$ cat src/rtl/divcfg_pkg.sv
// Purpose: Shared constants and types for the output divider configuration bank
// Assumes: Byte-wide register port behind the serial interface, 16-bit addresses
// Notes:   Offsets are byte addresses of the serial register map
package divcfg_pkg;

  // ==========================================================================
  // Register map
  localparam logic [15:0] OUT0_INT_DIVIDE_ADDR        = 16'h003F;
  localparam logic [15:0] OUT1_INT_DIVIDE_ADDR        = 16'h0042;
  localparam logic [15:0] OUT2_INT_DIVIDE_ADDR        = 16'h0045;
  localparam logic [15:0] OUT3_INT_DIVIDE_TOP_ADDR    = 16'h0048;
  localparam logic [15:0] OUT3_INT_DIVIDE_MID_ADDR    = 16'h0049;
  localparam logic [15:0] OUT3_INT_DIVIDE_LOW_ADDR    = 16'h004A;
  localparam logic [15:0] OUT3_FRAC_DIVIDE_TOP_ADDR   = 16'h005F;
  localparam logic [15:0] OUT3_FRAC_DIVIDE_UPPER_ADDR = 16'h0060;
  localparam logic [15:0] OUT3_FRAC_DIVIDE_MID_ADDR   = 16'h0061;
  localparam logic [15:0] OUT3_FRAC_DIVIDE_LOW_ADDR   = 16'h0062;

  // ==========================================================================
  // Field layout and reset values
  localparam int          NUM_INT_OUTPUTS      = 3;
  localparam int          NUM_OUTPUTS          = 4;
  localparam int          INT3_WIDTH           = 18;
  localparam int          FRAC3_WIDTH          = 28;
  localparam int          BASE_WIDTH           = 19;
  localparam logic [7:0]  INT3_TOP_MASK        = 8'h03;
  localparam logic [7:0]  FRAC3_TOP_MASK       = 8'h0F;
  localparam logic [7:0]  FIRST_STAGE_RESET    = 8'h03;
  localparam logic [17:0] OUT3_INT_RESET       = 18'h20002;
  localparam logic [27:0] OUT3_FRAC_RESET      = 28'h0000000;
  localparam logic [7:0]  UNMAPPED_READ_VALUE  = 8'h00;

  // ==========================================================================
  // Register port request
  typedef struct packed {
    logic [15:0] addr;
    logic        wr;
    logic        rd;
    logic [7:0]  wdata;
  } reg_req_t;

endpackage

$ cat src/rtl/out_divider.sv
// Purpose: One output divider counter with optional fractional accumulator
// Assumes: Source clock is the block clock; base_i is the integer period in cycles
// Notes:   Fractional step is in units of 2^-28 cycle; carries stretch a period
`timescale 1ns/1ps
`default_nettype none

module out_divider (
  // Clock and reset
  input  wire logic        clk_i,
  input  wire logic        srst_i,
  // Ratio
  input  wire logic        load_i,
  input  wire logic [18:0] base_i,
  input  wire logic [28:0] frac_step_i,
  // Divided clock
  output var  logic        div_clk_o
);

  logic [19:0] period_reg;
  logic [19:0] cnt_reg;
  logic [27:0] acc_reg;
  logic [29:0] sum;
  logic [19:0] base_eff;
  logic        wrap;
  logic [19:0] since_reg;

  // A zero base would never wrap; treat it as one cycle
  assign base_eff = (base_i == 19'h00000) ? 20'h00001 : {1'b0, base_i};
  assign sum      = {2'b00, acc_reg} + {1'b0, frac_step_i};
  assign wrap     = (cnt_reg >= period_reg - 20'h00001);

  // ==========================================================================
  // Period counter
  always_ff @(posedge clk_i) begin
    if (srst_i || load_i) begin
      cnt_reg <= 20'h00000;
    end else if (wrap) begin
      cnt_reg <= 20'h00000;
    end else begin
      cnt_reg <= cnt_reg + 20'h00001;
    end
  end

  // ==========================================================================
  // Period length and fractional accumulation
  always_ff @(posedge clk_i) begin
    if (srst_i) begin
      period_reg <= 20'h00001;
      acc_reg    <= 28'h0000000;
    end else if (load_i) begin
      period_reg <= base_eff;
      acc_reg    <= 28'h0000000;
    end else if (wrap) begin
      period_reg <= base_eff + {18'h00000, sum[29:28]};
      acc_reg    <= sum[27:0];
    end
  end

  always_ff @(posedge clk_i) begin
    if (srst_i) begin
      div_clk_o <= 1'b0;
    end else begin
      div_clk_o <= (cnt_reg < {1'b0, period_reg[19:1]});
    end
  end

  // ==========================================================================
  // Checks
  always_ff @(posedge clk_i) begin
    if (srst_i || load_i || wrap) begin
      since_reg <= 20'h00000;
    end else begin
      since_reg <= since_reg + 20'h00001;
    end
  end
endmodule

`default_nettype wire

$ cat src/rtl/divcfg_regs.sv
// Purpose: Output divider ratio registers and the four output divider counters
// Assumes: Serial port logic presents one byte access per request on REG_REQ_I
// Notes:   Reserved bits are not stored and read back as zero
//
// Overview of operation
// - Outputs 0-2 first-stage ratio, 8 bits, reset 03h
// - Codes 03h to 06h divide by the code
// - Even codes 07h-A0h divide by code; odd unused
// - Output 3 integer field, 18 bits, reset 20002h
// - Output 3 integer ratio is twice field value
// - Output 3 fraction 28 bits at 005F to 0062
// - Output 3 integer bytes at 0048, 0049, 004A
// - First-stage fields at 003F, 0042, 0045
// - Fraction applied is twice field times 2^-28
`timescale 1ns/1ps
`default_nettype none

module divcfg_regs (
  // Clock and reset
  input  wire logic                 CLK_I,
  input  wire logic                 SRST_I,
  // Register port
  input  wire divcfg_pkg::reg_req_t REG_REQ_I,
  output var  logic [7:0]           RD_DATA_O,
  output var  logic                 RD_VALID_O,
  // Divided clocks
  output wire logic [3:0]           OUT_CLK_O
);

  logic [7:0]  int_div_reg [divcfg_pkg::NUM_INT_OUTPUTS];
  logic [17:0] out3_int_reg;
  logic [27:0] out3_frac_reg;
  logic [7:0]  rd_mux;
  logic [3:0]  load;
  logic [3:0]  load_reg;
  logic [18:0] base [divcfg_pkg::NUM_OUTPUTS];
  logic [28:0] frac_step [divcfg_pkg::NUM_OUTPUTS];
  logic        wr;
  logic [15:0] addr;
  logic [7:0]  wdata;

  localparam logic [15:0] INT_ADDR [divcfg_pkg::NUM_INT_OUTPUTS] = '{
    divcfg_pkg::OUT0_INT_DIVIDE_ADDR,
    divcfg_pkg::OUT1_INT_DIVIDE_ADDR,
    divcfg_pkg::OUT2_INT_DIVIDE_ADDR
  };

  assign wr    = REG_REQ_I.wr;
  assign addr  = REG_REQ_I.addr;
  assign wdata = REG_REQ_I.wdata;

  // ==========================================================================
  // First-stage integer ratio registers, outputs 0 to 2
  generate
    for (genvar i = 0; i < divcfg_pkg::NUM_INT_OUTPUTS; i++) begin : g_int
      always_ff @(posedge CLK_I) begin
        if (SRST_I) begin
          int_div_reg[i] <= divcfg_pkg::FIRST_STAGE_RESET;
        end else if (wr && addr == INT_ADDR[i]) begin
          int_div_reg[i] <= wdata;
        end
      end
      assign load[i]      = wr && (addr == INT_ADDR[i]);
      assign base[i]      = {11'h000, int_div_reg[i]};
      assign frac_step[i] = 29'h00000000;
    end
  endgenerate

  // ==========================================================================
  // Output 3 integer portion
  always_ff @(posedge CLK_I) begin
    if (SRST_I) begin
      out3_int_reg <= divcfg_pkg::OUT3_INT_RESET;
    end else if (wr) begin
      case (addr)
        divcfg_pkg::OUT3_INT_DIVIDE_TOP_ADDR: begin
          out3_int_reg[17:16] <= wdata[1:0];
        end
        divcfg_pkg::OUT3_INT_DIVIDE_MID_ADDR: begin
          out3_int_reg[15:8] <= wdata;
        end
        divcfg_pkg::OUT3_INT_DIVIDE_LOW_ADDR: begin
          out3_int_reg[7:0] <= wdata;
        end
        default: begin
          out3_int_reg <= out3_int_reg;
        end
      endcase
    end
  end

  // ==========================================================================
  // Output 3 fractional portion
  always_ff @(posedge CLK_I) begin
    if (SRST_I) begin
      out3_frac_reg <= divcfg_pkg::OUT3_FRAC_RESET;
    end else if (wr) begin
      case (addr)
        divcfg_pkg::OUT3_FRAC_DIVIDE_TOP_ADDR: begin
          out3_frac_reg[27:24] <= wdata[3:0];
        end
        divcfg_pkg::OUT3_FRAC_DIVIDE_UPPER_ADDR: begin
          out3_frac_reg[23:16] <= wdata;
        end
        divcfg_pkg::OUT3_FRAC_DIVIDE_MID_ADDR: begin
          out3_frac_reg[15:8] <= wdata;
        end
        divcfg_pkg::OUT3_FRAC_DIVIDE_LOW_ADDR: begin
          out3_frac_reg[7:0] <= wdata;
        end
        default: begin
          out3_frac_reg <= out3_frac_reg;
        end
      endcase
    end
  end

  // Each byte write restarts the divider, so a multi-byte update passes
  // briefly through mixed ratios; write the low byte last
  assign load[3] = wr && (addr >= divcfg_pkg::OUT3_INT_DIVIDE_TOP_ADDR) &&
                   (addr <= divcfg_pkg::OUT3_INT_DIVIDE_LOW_ADDR ||
                    (addr >= divcfg_pkg::OUT3_FRAC_DIVIDE_TOP_ADDR &&
                     addr <= divcfg_pkg::OUT3_FRAC_DIVIDE_LOW_ADDR));
  assign base[3]      = {out3_int_reg, 1'b0};
  assign frac_step[3] = {out3_frac_reg, 1'b0};

  // Loads trail the write by one cycle, so a divider takes the value just
  // stored rather than the one it replaces
  always_ff @(posedge CLK_I) begin
    if (SRST_I) begin
      load_reg <= 4'h0;
    end else begin
      load_reg <= load;
    end
  end

  // ==========================================================================
  // Read path
  always_comb begin
    case (addr)
      divcfg_pkg::OUT0_INT_DIVIDE_ADDR:        rd_mux = int_div_reg[0];
      divcfg_pkg::OUT1_INT_DIVIDE_ADDR:        rd_mux = int_div_reg[1];
      divcfg_pkg::OUT2_INT_DIVIDE_ADDR:        rd_mux = int_div_reg[2];
      divcfg_pkg::OUT3_INT_DIVIDE_TOP_ADDR:    rd_mux = {6'h00, out3_int_reg[17:16]};
      divcfg_pkg::OUT3_INT_DIVIDE_MID_ADDR:    rd_mux = out3_int_reg[15:8];
      divcfg_pkg::OUT3_INT_DIVIDE_LOW_ADDR:    rd_mux = out3_int_reg[7:0];
      divcfg_pkg::OUT3_FRAC_DIVIDE_TOP_ADDR:   rd_mux = {4'h0, out3_frac_reg[27:24]};
      divcfg_pkg::OUT3_FRAC_DIVIDE_UPPER_ADDR: rd_mux = out3_frac_reg[23:16];
      divcfg_pkg::OUT3_FRAC_DIVIDE_MID_ADDR:   rd_mux = out3_frac_reg[15:8];
      divcfg_pkg::OUT3_FRAC_DIVIDE_LOW_ADDR:   rd_mux = out3_frac_reg[7:0];
      default:                                 rd_mux = divcfg_pkg::UNMAPPED_READ_VALUE;
    endcase
  end

  always_ff @(posedge CLK_I) begin
    if (SRST_I) begin
      RD_DATA_O <= 8'h00;
    end else if (REG_REQ_I.rd) begin
      RD_DATA_O <= rd_mux;
    end
  end

  always_ff @(posedge CLK_I) begin
    if (SRST_I) begin
      RD_VALID_O <= 1'b0;
    end else begin
      RD_VALID_O <= REG_REQ_I.rd;
    end
  end

  // ==========================================================================
  // Divider counters
  generate
    for (genvar o = 0; o < divcfg_pkg::NUM_OUTPUTS; o++) begin : g_div
      out_divider u_div (
        .clk_i       (CLK_I),
        .srst_i      (SRST_I),
        .load_i      (load_reg[o]),
        .base_i      (base[o]),
        .frac_step_i (frac_step[o]),
        .div_clk_o   (OUT_CLK_O[o])
      );
    end
  endgenerate
endmodule

`default_nettype wire

$ cat config.mk
export PLATFORM = sky130hd
export DESIGN_NAME = divcfg_regs
export DESIGN_NICKNAME = d
export VERILOG_FILES = /design/src/rtl/divcfg_pkg.sv /design/src/rtl/out_divider.sv /design/src/rtl/divcfg_regs.sv
export SDC_FILE = /design/constraint.sdc
export NUM_CORES = 1
export LEC_CHECK = 0
export ABC_CLOCK_PERIOD_IN_PS = 5700
export BUFFER_PORTS_ARGS = -buffer_cell sky130_fd_sc_hd__buf_2
export CORE_MARGIN = 5
export CORE_UTILIZATION = 40
export CTS_BUF_LIST = sky130_fd_sc_hd__clkbuf_8 sky130_fd_sc_hd__clkbuf_16
export DETAILED_ROUTE_END_ITERATION = 7
export PLACE_DENSITY = 0.63
export SYNTH_ARGS = -nofsm -noshare
export SYNTH_HDL_FRONTEND = slang
export SYNTH_SLANG_ARGS = --single-unit
export TNS_END_PERCENT = 50
$ cat constraint.sdc
create_clock -name CLK_I -period 5.7 [get_ports CLK_I]
set_clock_uncertainty 0.2 [all_clocks]
set_input_delay 0.855 -clock CLK_I [delete_from_list [all_inputs] [get_ports CLK_I]]
set_output_delay 0.855 -clock CLK_I [all_outputs]
set_load 0.02 [all_outputs]
==> metrics, run 1 <==
post-synth cell types 78; cell taking the most area after synthesis dfxtp_1; relative max-transition margin around a fifth; Int Power 0.00432 W; crit path from out3_frac_reg[0]; GPL Wtd Cong 0.898; GRT Resource Usage Total between 15 and 20%; final wirelength 37.2 mm; slowest CP cell a2111oi_4; Die Height 202 microns; clock root buffer clkbuf_16; setup tns final 0 ns; endpoints failing setup 0; post-CTS sizing 0; Final Max Slew Viols 0; CTS Hold Bufs 0; first-pass GRT wire length slightly above 60 mm; Placed Cells 2178; Crit Path Max Fanout 6; hold depth 1; CP arrival slightly above 5 ns; vias per cell 5.55; I/O pin count 41; RSZ-0062 raised after global routing false; # clock sinks 238; die width 202 microns; top-count cell post-synth nor2_1; Seq/Total Area, Yosys 34.0%; core area 36400 sq um; asr flop ratio synth 0%; WP depth 20; fraction of the cycle the final worst path needs 83.6%; FF-to-FF path depth 20; synthesized area per cell 8.51 sq um; total power roughly 0.0069 W; Detail Route Antenna Nets 0; slowest cell delay on critical path roughly 0.48 ns; Layout Cells excl Fill between 2000 and 2500; cell count after synthesis 1730; Yosys warnings 0; Layout Nets 1926; TritonCTS clock tree done; Longest Clk Path Bufs 3; cell family with most CP delay simple AND/OR/NAND/NOR gates; DR vias 12400; worst path bufs/invs 1; Starting Density 40.4%; DP HPWL 27.4 mm; Pre-Repair DR Iteration Count 5; net switching power between 0.002 and 0.003 W; clock slew at reported path FFs 0.06 ns; mapped cell area 14700 sq um; share of power burned in the clock network 29.4%; TritonCTS buffer count 28; Max IR drop VDD 0.000418 V; Worst Slack Setup Final about 0.93 ns; number of flops mapped to enable cells by yosys 24; Hold Crit Start g_div[3].u_div.cnt_reg[0]; Area Growth Syn to Fin 11.0%; worst slew pin tran 1.21 ns; critical path, cell by cell ha_1 -> inv_1 -> fa_1 -> nor2b_4 -> o31ai_1 -> a2111oi_4 -> nor2_2 -> nor4b_4 -> o41ai_2 -> a21oi_1 -> nor2b_1 -> ha_1 -> a21oi_1 -> nor3_1 -> and3_1 -> and3_1 -> nand3_1 -> xnor2_1 -> nor2_1 -> a211oi_1; # diodes 0; R2R Setup Slk 0.93 ns; WL/cell between 15 and 20 microns; Clock H-tree levels 1; # fillers between 3000 and 4000; final hold slack 0.260 ns; maxcap violations 0; required time worst endpoint between 5 and 6 ns; Initial DRC Count between 700 and 800; ys flop type dfxtp_1; crit path launch type flip-flop; worst min path class reg -> reg; PwrDens 424 nW/um^2; maximum clock frequency 210 MHz; Setup Buffers After CTS 0; endpoint type of the worst setup path flip-flop; largest net degree at the start of global routing 62; switching share of total power 37.6%; worst skew pair latency roughly 0.56 ns; top post-synthesis cells by area dfxtp_1 29%, ha_1 13%, nor2_1 5.5%; total gr overflow 0; R2R Path Start out3_frac_reg[0]; Syn Nets 1916; sequential share of power 29.7%; # DRC 0; Logic pwr share 40.9%; die area 40700 sq um; area fraction of the dominant cell type after synthesis 29.1%; Setup Crit Path Kind reg -> reg; dpl ws 0.945 ns; max reg flops 80; Seq cells post-synth 238; synth cell count leaders 217 x nor2_1, 214 x dfxtp_1, 156 x ha_1, 127 x nand3_1, 120 x nand2_1; PortBufs 40; initial antenna violation count 0; Pleak roughly 6.7 nW; final hold vios 0; layout cell share with drive strength beyond 1 6.75%; Site Rows 70; outcome completed; minimum clock period 4.77 ns; vias in the first global route 11700
==> power by group through the flow <==
stage | Combinational (W) | Sequential, W | Clock [W]
2_1_floorplan | 0.00230 | 0.00204 | 0
3_3_place_gp | 0.00278 | 0.00209 | 0
3_5_place_dp | 0.00285 | 0.00209 | 0
4_1_cts | 0.00287 | 0.00206 | 0.00207
5_1_grt | 0.00319 | 0.00208 | 0.00214
6_report | 0.00283 | 0.00206 | 0.00203
==> through the flow <==
stage,cell area (sq um),util (%)
floorplan,14700,-
global placement,15300,42.0
detailed placement,15300,42.0
CTS,16300,44.8
global route,16300,44.8
finish,16300,44.8
==> worst reg2reg max path, stage by stage, from the launching register on <==
cell and delay [ns]:
dfxtp_1 0.35, ha_1 0.20, inv_1 0.06, fa_1 0.43, nor2b_4 0.14, o31ai_1 0.14, a2111oi_4 0.48, nor2_2 0.10
nor4b_4 0.15, o41ai_2 0.43, a21oi_1 0.14, nor2b_1 0.23, ha_1 0.18, a21oi_1 0.08, nor3_1 0.27, and3_1 0.25
and3_1 0.31, nand3_1 0.13, xnor2_1 0.15, nor2_1 0.05, a211oi_1 0.22
==> cell type report <==
class	count	area [sq um]	area share (%)
timing repair buffer	48	263	1.61
sequential	238	5000	30.6
tap	468	586	3.58
multi-input combinational	1346	9140	55.9
clock buffer	30	739	4.53
inverter	78	293	1.79
clock inverter	22	313	1.91
==> routing by layer <==
layer  wire length [microns]  vias up  track usage, %
li1                        -     6224               -
met1                   17300     5799            24.6
met2                   17000      285            28.8
met3                    2000       68            2.74
met4                     938        0            4.49
met5                       0        -               0
==> worst paths after layout <==
| kind | end |
|---|---|
| hold reg to reg | g_div[3].u_div.cnt_reg[0] |
| setup / recovery | g_div[3].u_div.period_reg[11] |
| setup reg to reg | g_div[3].u_div.period_reg[11] |
| hold / removal | g_div[3].u_div.cnt_reg[0] |
==> kinds of logic (layout without fill, tap and decap cells) <==
family / count (synthesis) / count (layout) / share of synthesized area, %
AOI/OAI and AO/OA: 318 / 318 / 14.5
muxes: 40 / 40 / 2.72
DFF: 238 / 238 / 34.0
and+or+nand+nor: 691 / 691 / 23.0
adders and majority gates: 158 / 158 / 13.5
buffers and inverters: 146 / 178 / 4.03
xor gates and xnor gates: 139 / 139 / 8.27
==> cells in the final DEF (no fill, tap or decap), types with 6 or more instances in the layout <==
cell,count
clkbuf_16,29
a2111oi_0,6
a21oi_1,108
xnor2_1,82
bufinv_16,7
buf_4,9
a21o_1,44
clkinv_2,6
o21ai_1,10
o211ai_1,7
edfxtp_1,24
xor2_1,57
nand3_1,127
and3_1,33
nand2b_1,26
or3_1,13
nor2b_1,9
nor4_1,27
a22oi_1,22
ha_1,156
a211o_1,7
a211oi_1,25
o21a_1,6
nor3_1,35
nor3b_1,7
buf_2,39
a222oi_1,6
mux2i_1,40
inv_1,79
nand4_1,30
o21ai_0,27
and2_1,19
nor2_1,217
dfxtp_1,214
nand2_1,120
(Power assumes the default switching activity.)
==> run 2, diff against run 1 <==
Settings changed: ABC_CLOCK_PERIOD_IN_PS 5700 to 4300, PLACE_DENSITY 0.63 to 0.65.
Clock period 5.7 ns to 4.3 ns, I/O delays scaled along.
==> run 2 against run 1 <==
Effect of this change: sequential share of layout area fell by 0.69 points; first-iteration DRC count rose by 4.4%; routed wire length rose by 2.7%.
==> metrics, run 2 (synthesized netlist as in run 1, its figures left out) <==
outcome completed; Placed Cells 2216 (+1.7%); Die Height 202 microns (unchanged); # DRC 0 (unchanged); fraction of the cycle the final worst path needs 99.9% (+16 points); WL/cell 16.8 microns (+0.56%); minimum clock period 4.29 ns (-0.472 ns); setup tns final 0 ns (unchanged); GRT Resource Usage Total 18.0% (+0.30 points); Hold Crit Start REG_REQ_I[3]; die area 40700 sq um (unchanged); PwrDens 549 nW/um^2 (+30%); TritonCTS buffer count 29 (+3.6%); Crit Path Max Fanout 6 (unchanged); endpoints failing setup 0 (unchanged); Starting Density 40.4% (unchanged); worst slew pin tran 0.772 ns (-0.441 ns); initial antenna violation count 0 (unchanged); DP HPWL 28.4 mm (+3.6%); R2R Path Start out3_frac_reg[0]; largest net degree at the start of global routing 75 (+21%); Setup Crit Path Kind reg -> reg; Final Max Slew Viols 0 (unchanged); worst min path class in -> reg; Initial DRC Count 738 (+4.4%); GPL Wtd Cong 0.917 (+2.2%); worst skew pair latency 0.57 ns (about the same); TritonCTS clock tree done; crit path from out3_frac_reg[0]; Longest Clk Path Bufs 3 (unchanged); Detail Route Antenna Nets 0 (unchanged); CTS Hold Bufs 0 (unchanged); Clock H-tree levels 1 (unchanged); final hold slack 0.248 ns (-0.0118 ns); endpoint type of the worst setup path flip-flop; Pleak 6.94 nW (+3.0%); Core Util, Final 45.9% (+1.1 points); Max IR drop VDD 0.000417 V (-0.34%); maximum clock frequency 233 MHz (+11%); final hold vios 0 (unchanged); vias per cell 5.55 (about the same); vias in the first global route 12200 (+4.3%); clock root buffer clkbuf_16; R2R Setup Slk 0.006 ns (-0.93 ns); die width 202 microns (unchanged); PortBufs 40 (unchanged); relative max-transition margin 48.5% (+30 points); core area 36400 sq um (unchanged); final wirelength 38.2 mm (+2.7%); total gr overflow 0 (unchanged); most frequent cells in the layout 216 x nor2_1, 212 x dfxtp_1, 155 x ha_1; first-pass GRT wire length 62.1 mm (+2.2%); crit path launch type flip-flop; most common cell after layout, fill and taps aside nor2_1; layout cell share with drive strength beyond 1 10.3% (+3.6 points); RSZ-0062 raised after global routing true; Layout Cells excl Fill 2277 (+2.1%); # fillers 3558 (-0.25%); Site Rows 70 (unchanged); CP arrival 4.57 ns (-0.47 ns); DR vias 12600 (+2.1%); Layout Nets 1972 (+2.4%); # clock sinks 238 (unchanged); Pre-Repair DR Iteration Count 7 (+2); clock slew at reported path FFs 0.06 ns (about the same); required time worst endpoint 4.58 ns (-1.39 ns); I/O pin count 41 (unchanged); # diodes 0 (unchanged); maxcap violations 0 (unchanged); max reg flops 80 (unchanged); Area Growth Syn to Fin 13.6%
-- run 2: cell types whose count changed in the layout (fill, tap and decap cells not counted), moves of 3 or more --
cell	previous run	this run
and3_1	33	30
a211oi_1	25	22
clkbuf_8	1	4
clkinv_4	5	0
a211oi_2	0	3
and3_4	0	3
inv_1	79	83
bufinv_16	7	1
buf_4	9	52
-- run 2: what timing repair did --
item / CTS / global route
setup buffers: 1 / 6
gates resized for setup: 4 / 29
pin swaps: 3 / 28
setup endpoints to repair: 12 / 40
-- run 2: cell type report --
cell class / instances / area [sq um] / share of cell area, %
Tap cell: 468 / 586 / 3.50
Clock inverter: 21 / 156 / 0.935
Inverter: 78 / 293 / 1.75
Clock buffer: 33 / 781 / 4.67
Multi-Input combinational cell: 1346 / 9270 / 55.5
Sequential cell: 238 / 5010 / 29.9
Timing Repair Buffer: 93 / 626 / 3.74
-- run 2: final timing paths --
path	depth (start not counted)	end
max	20	g_div[3].u_div.period_reg[12]
min	3	out3_int_reg[3]
max reg2reg	20	g_div[3].u_div.period_reg[12]
min reg2reg	1	g_div[3].u_div.cnt_reg[0]
-- run 2: per-stage QoR --
stage	setup WS, ns	area, sq um	power [W]
2_1_floorplan	0.0157	14700	0.00574
3_3_place_gp	-0.0910	15600	0.00664
3_5_place_dp	-0.199	15600	0.00674
4_1_cts	0.00412	16600	0.00917
5_1_grt	-0.248	16700	0.00989
6_report	0.00595	16700	0.00919
-- run 2: report_power, final --
group	switching (W)	internal (W)	total (W)
registers	0.000250	0.00249	0.00274
clock network	0.00102	0.00137	0.00239
logic	0.00223	0.00184	0.00406
total	0.00350	0.00569	0.00919
-- run 2: critical path: stages (launching register included) --
cell,delay (ns)
dfxtp_2,0.35
ha_4,0.14
inv_2,0.03
fa_2,0.38
nor2b_4,0.16
o31ai_4,0.10
a2111oi_4,0.43
nor2_2,0.09
nor4b_4,0.14
o41ai_2,0.42
a21oi_1,0.13
nor2b_1,0.18
buf_4,0.14
fa_2,0.18
nand4b_1,0.13
nor2_1,0.17
and3_4,0.26
and3_4,0.19
xor2_1,0.16
nor2_1,0.05
a211oi_1,0.15
-- run 2: routing by layer --
metal | track usage (%) | vias to the layer above | share of wire [%]
met5 | 0 | - | 0
met4 | 4.98 | 0 | 2.8
met3 | 2.90 | 68 | 5.0
met2 | 30.7 | 278 | 48
met1 | 23.6 | 5985 | 45
li1 | - | 6305 | -
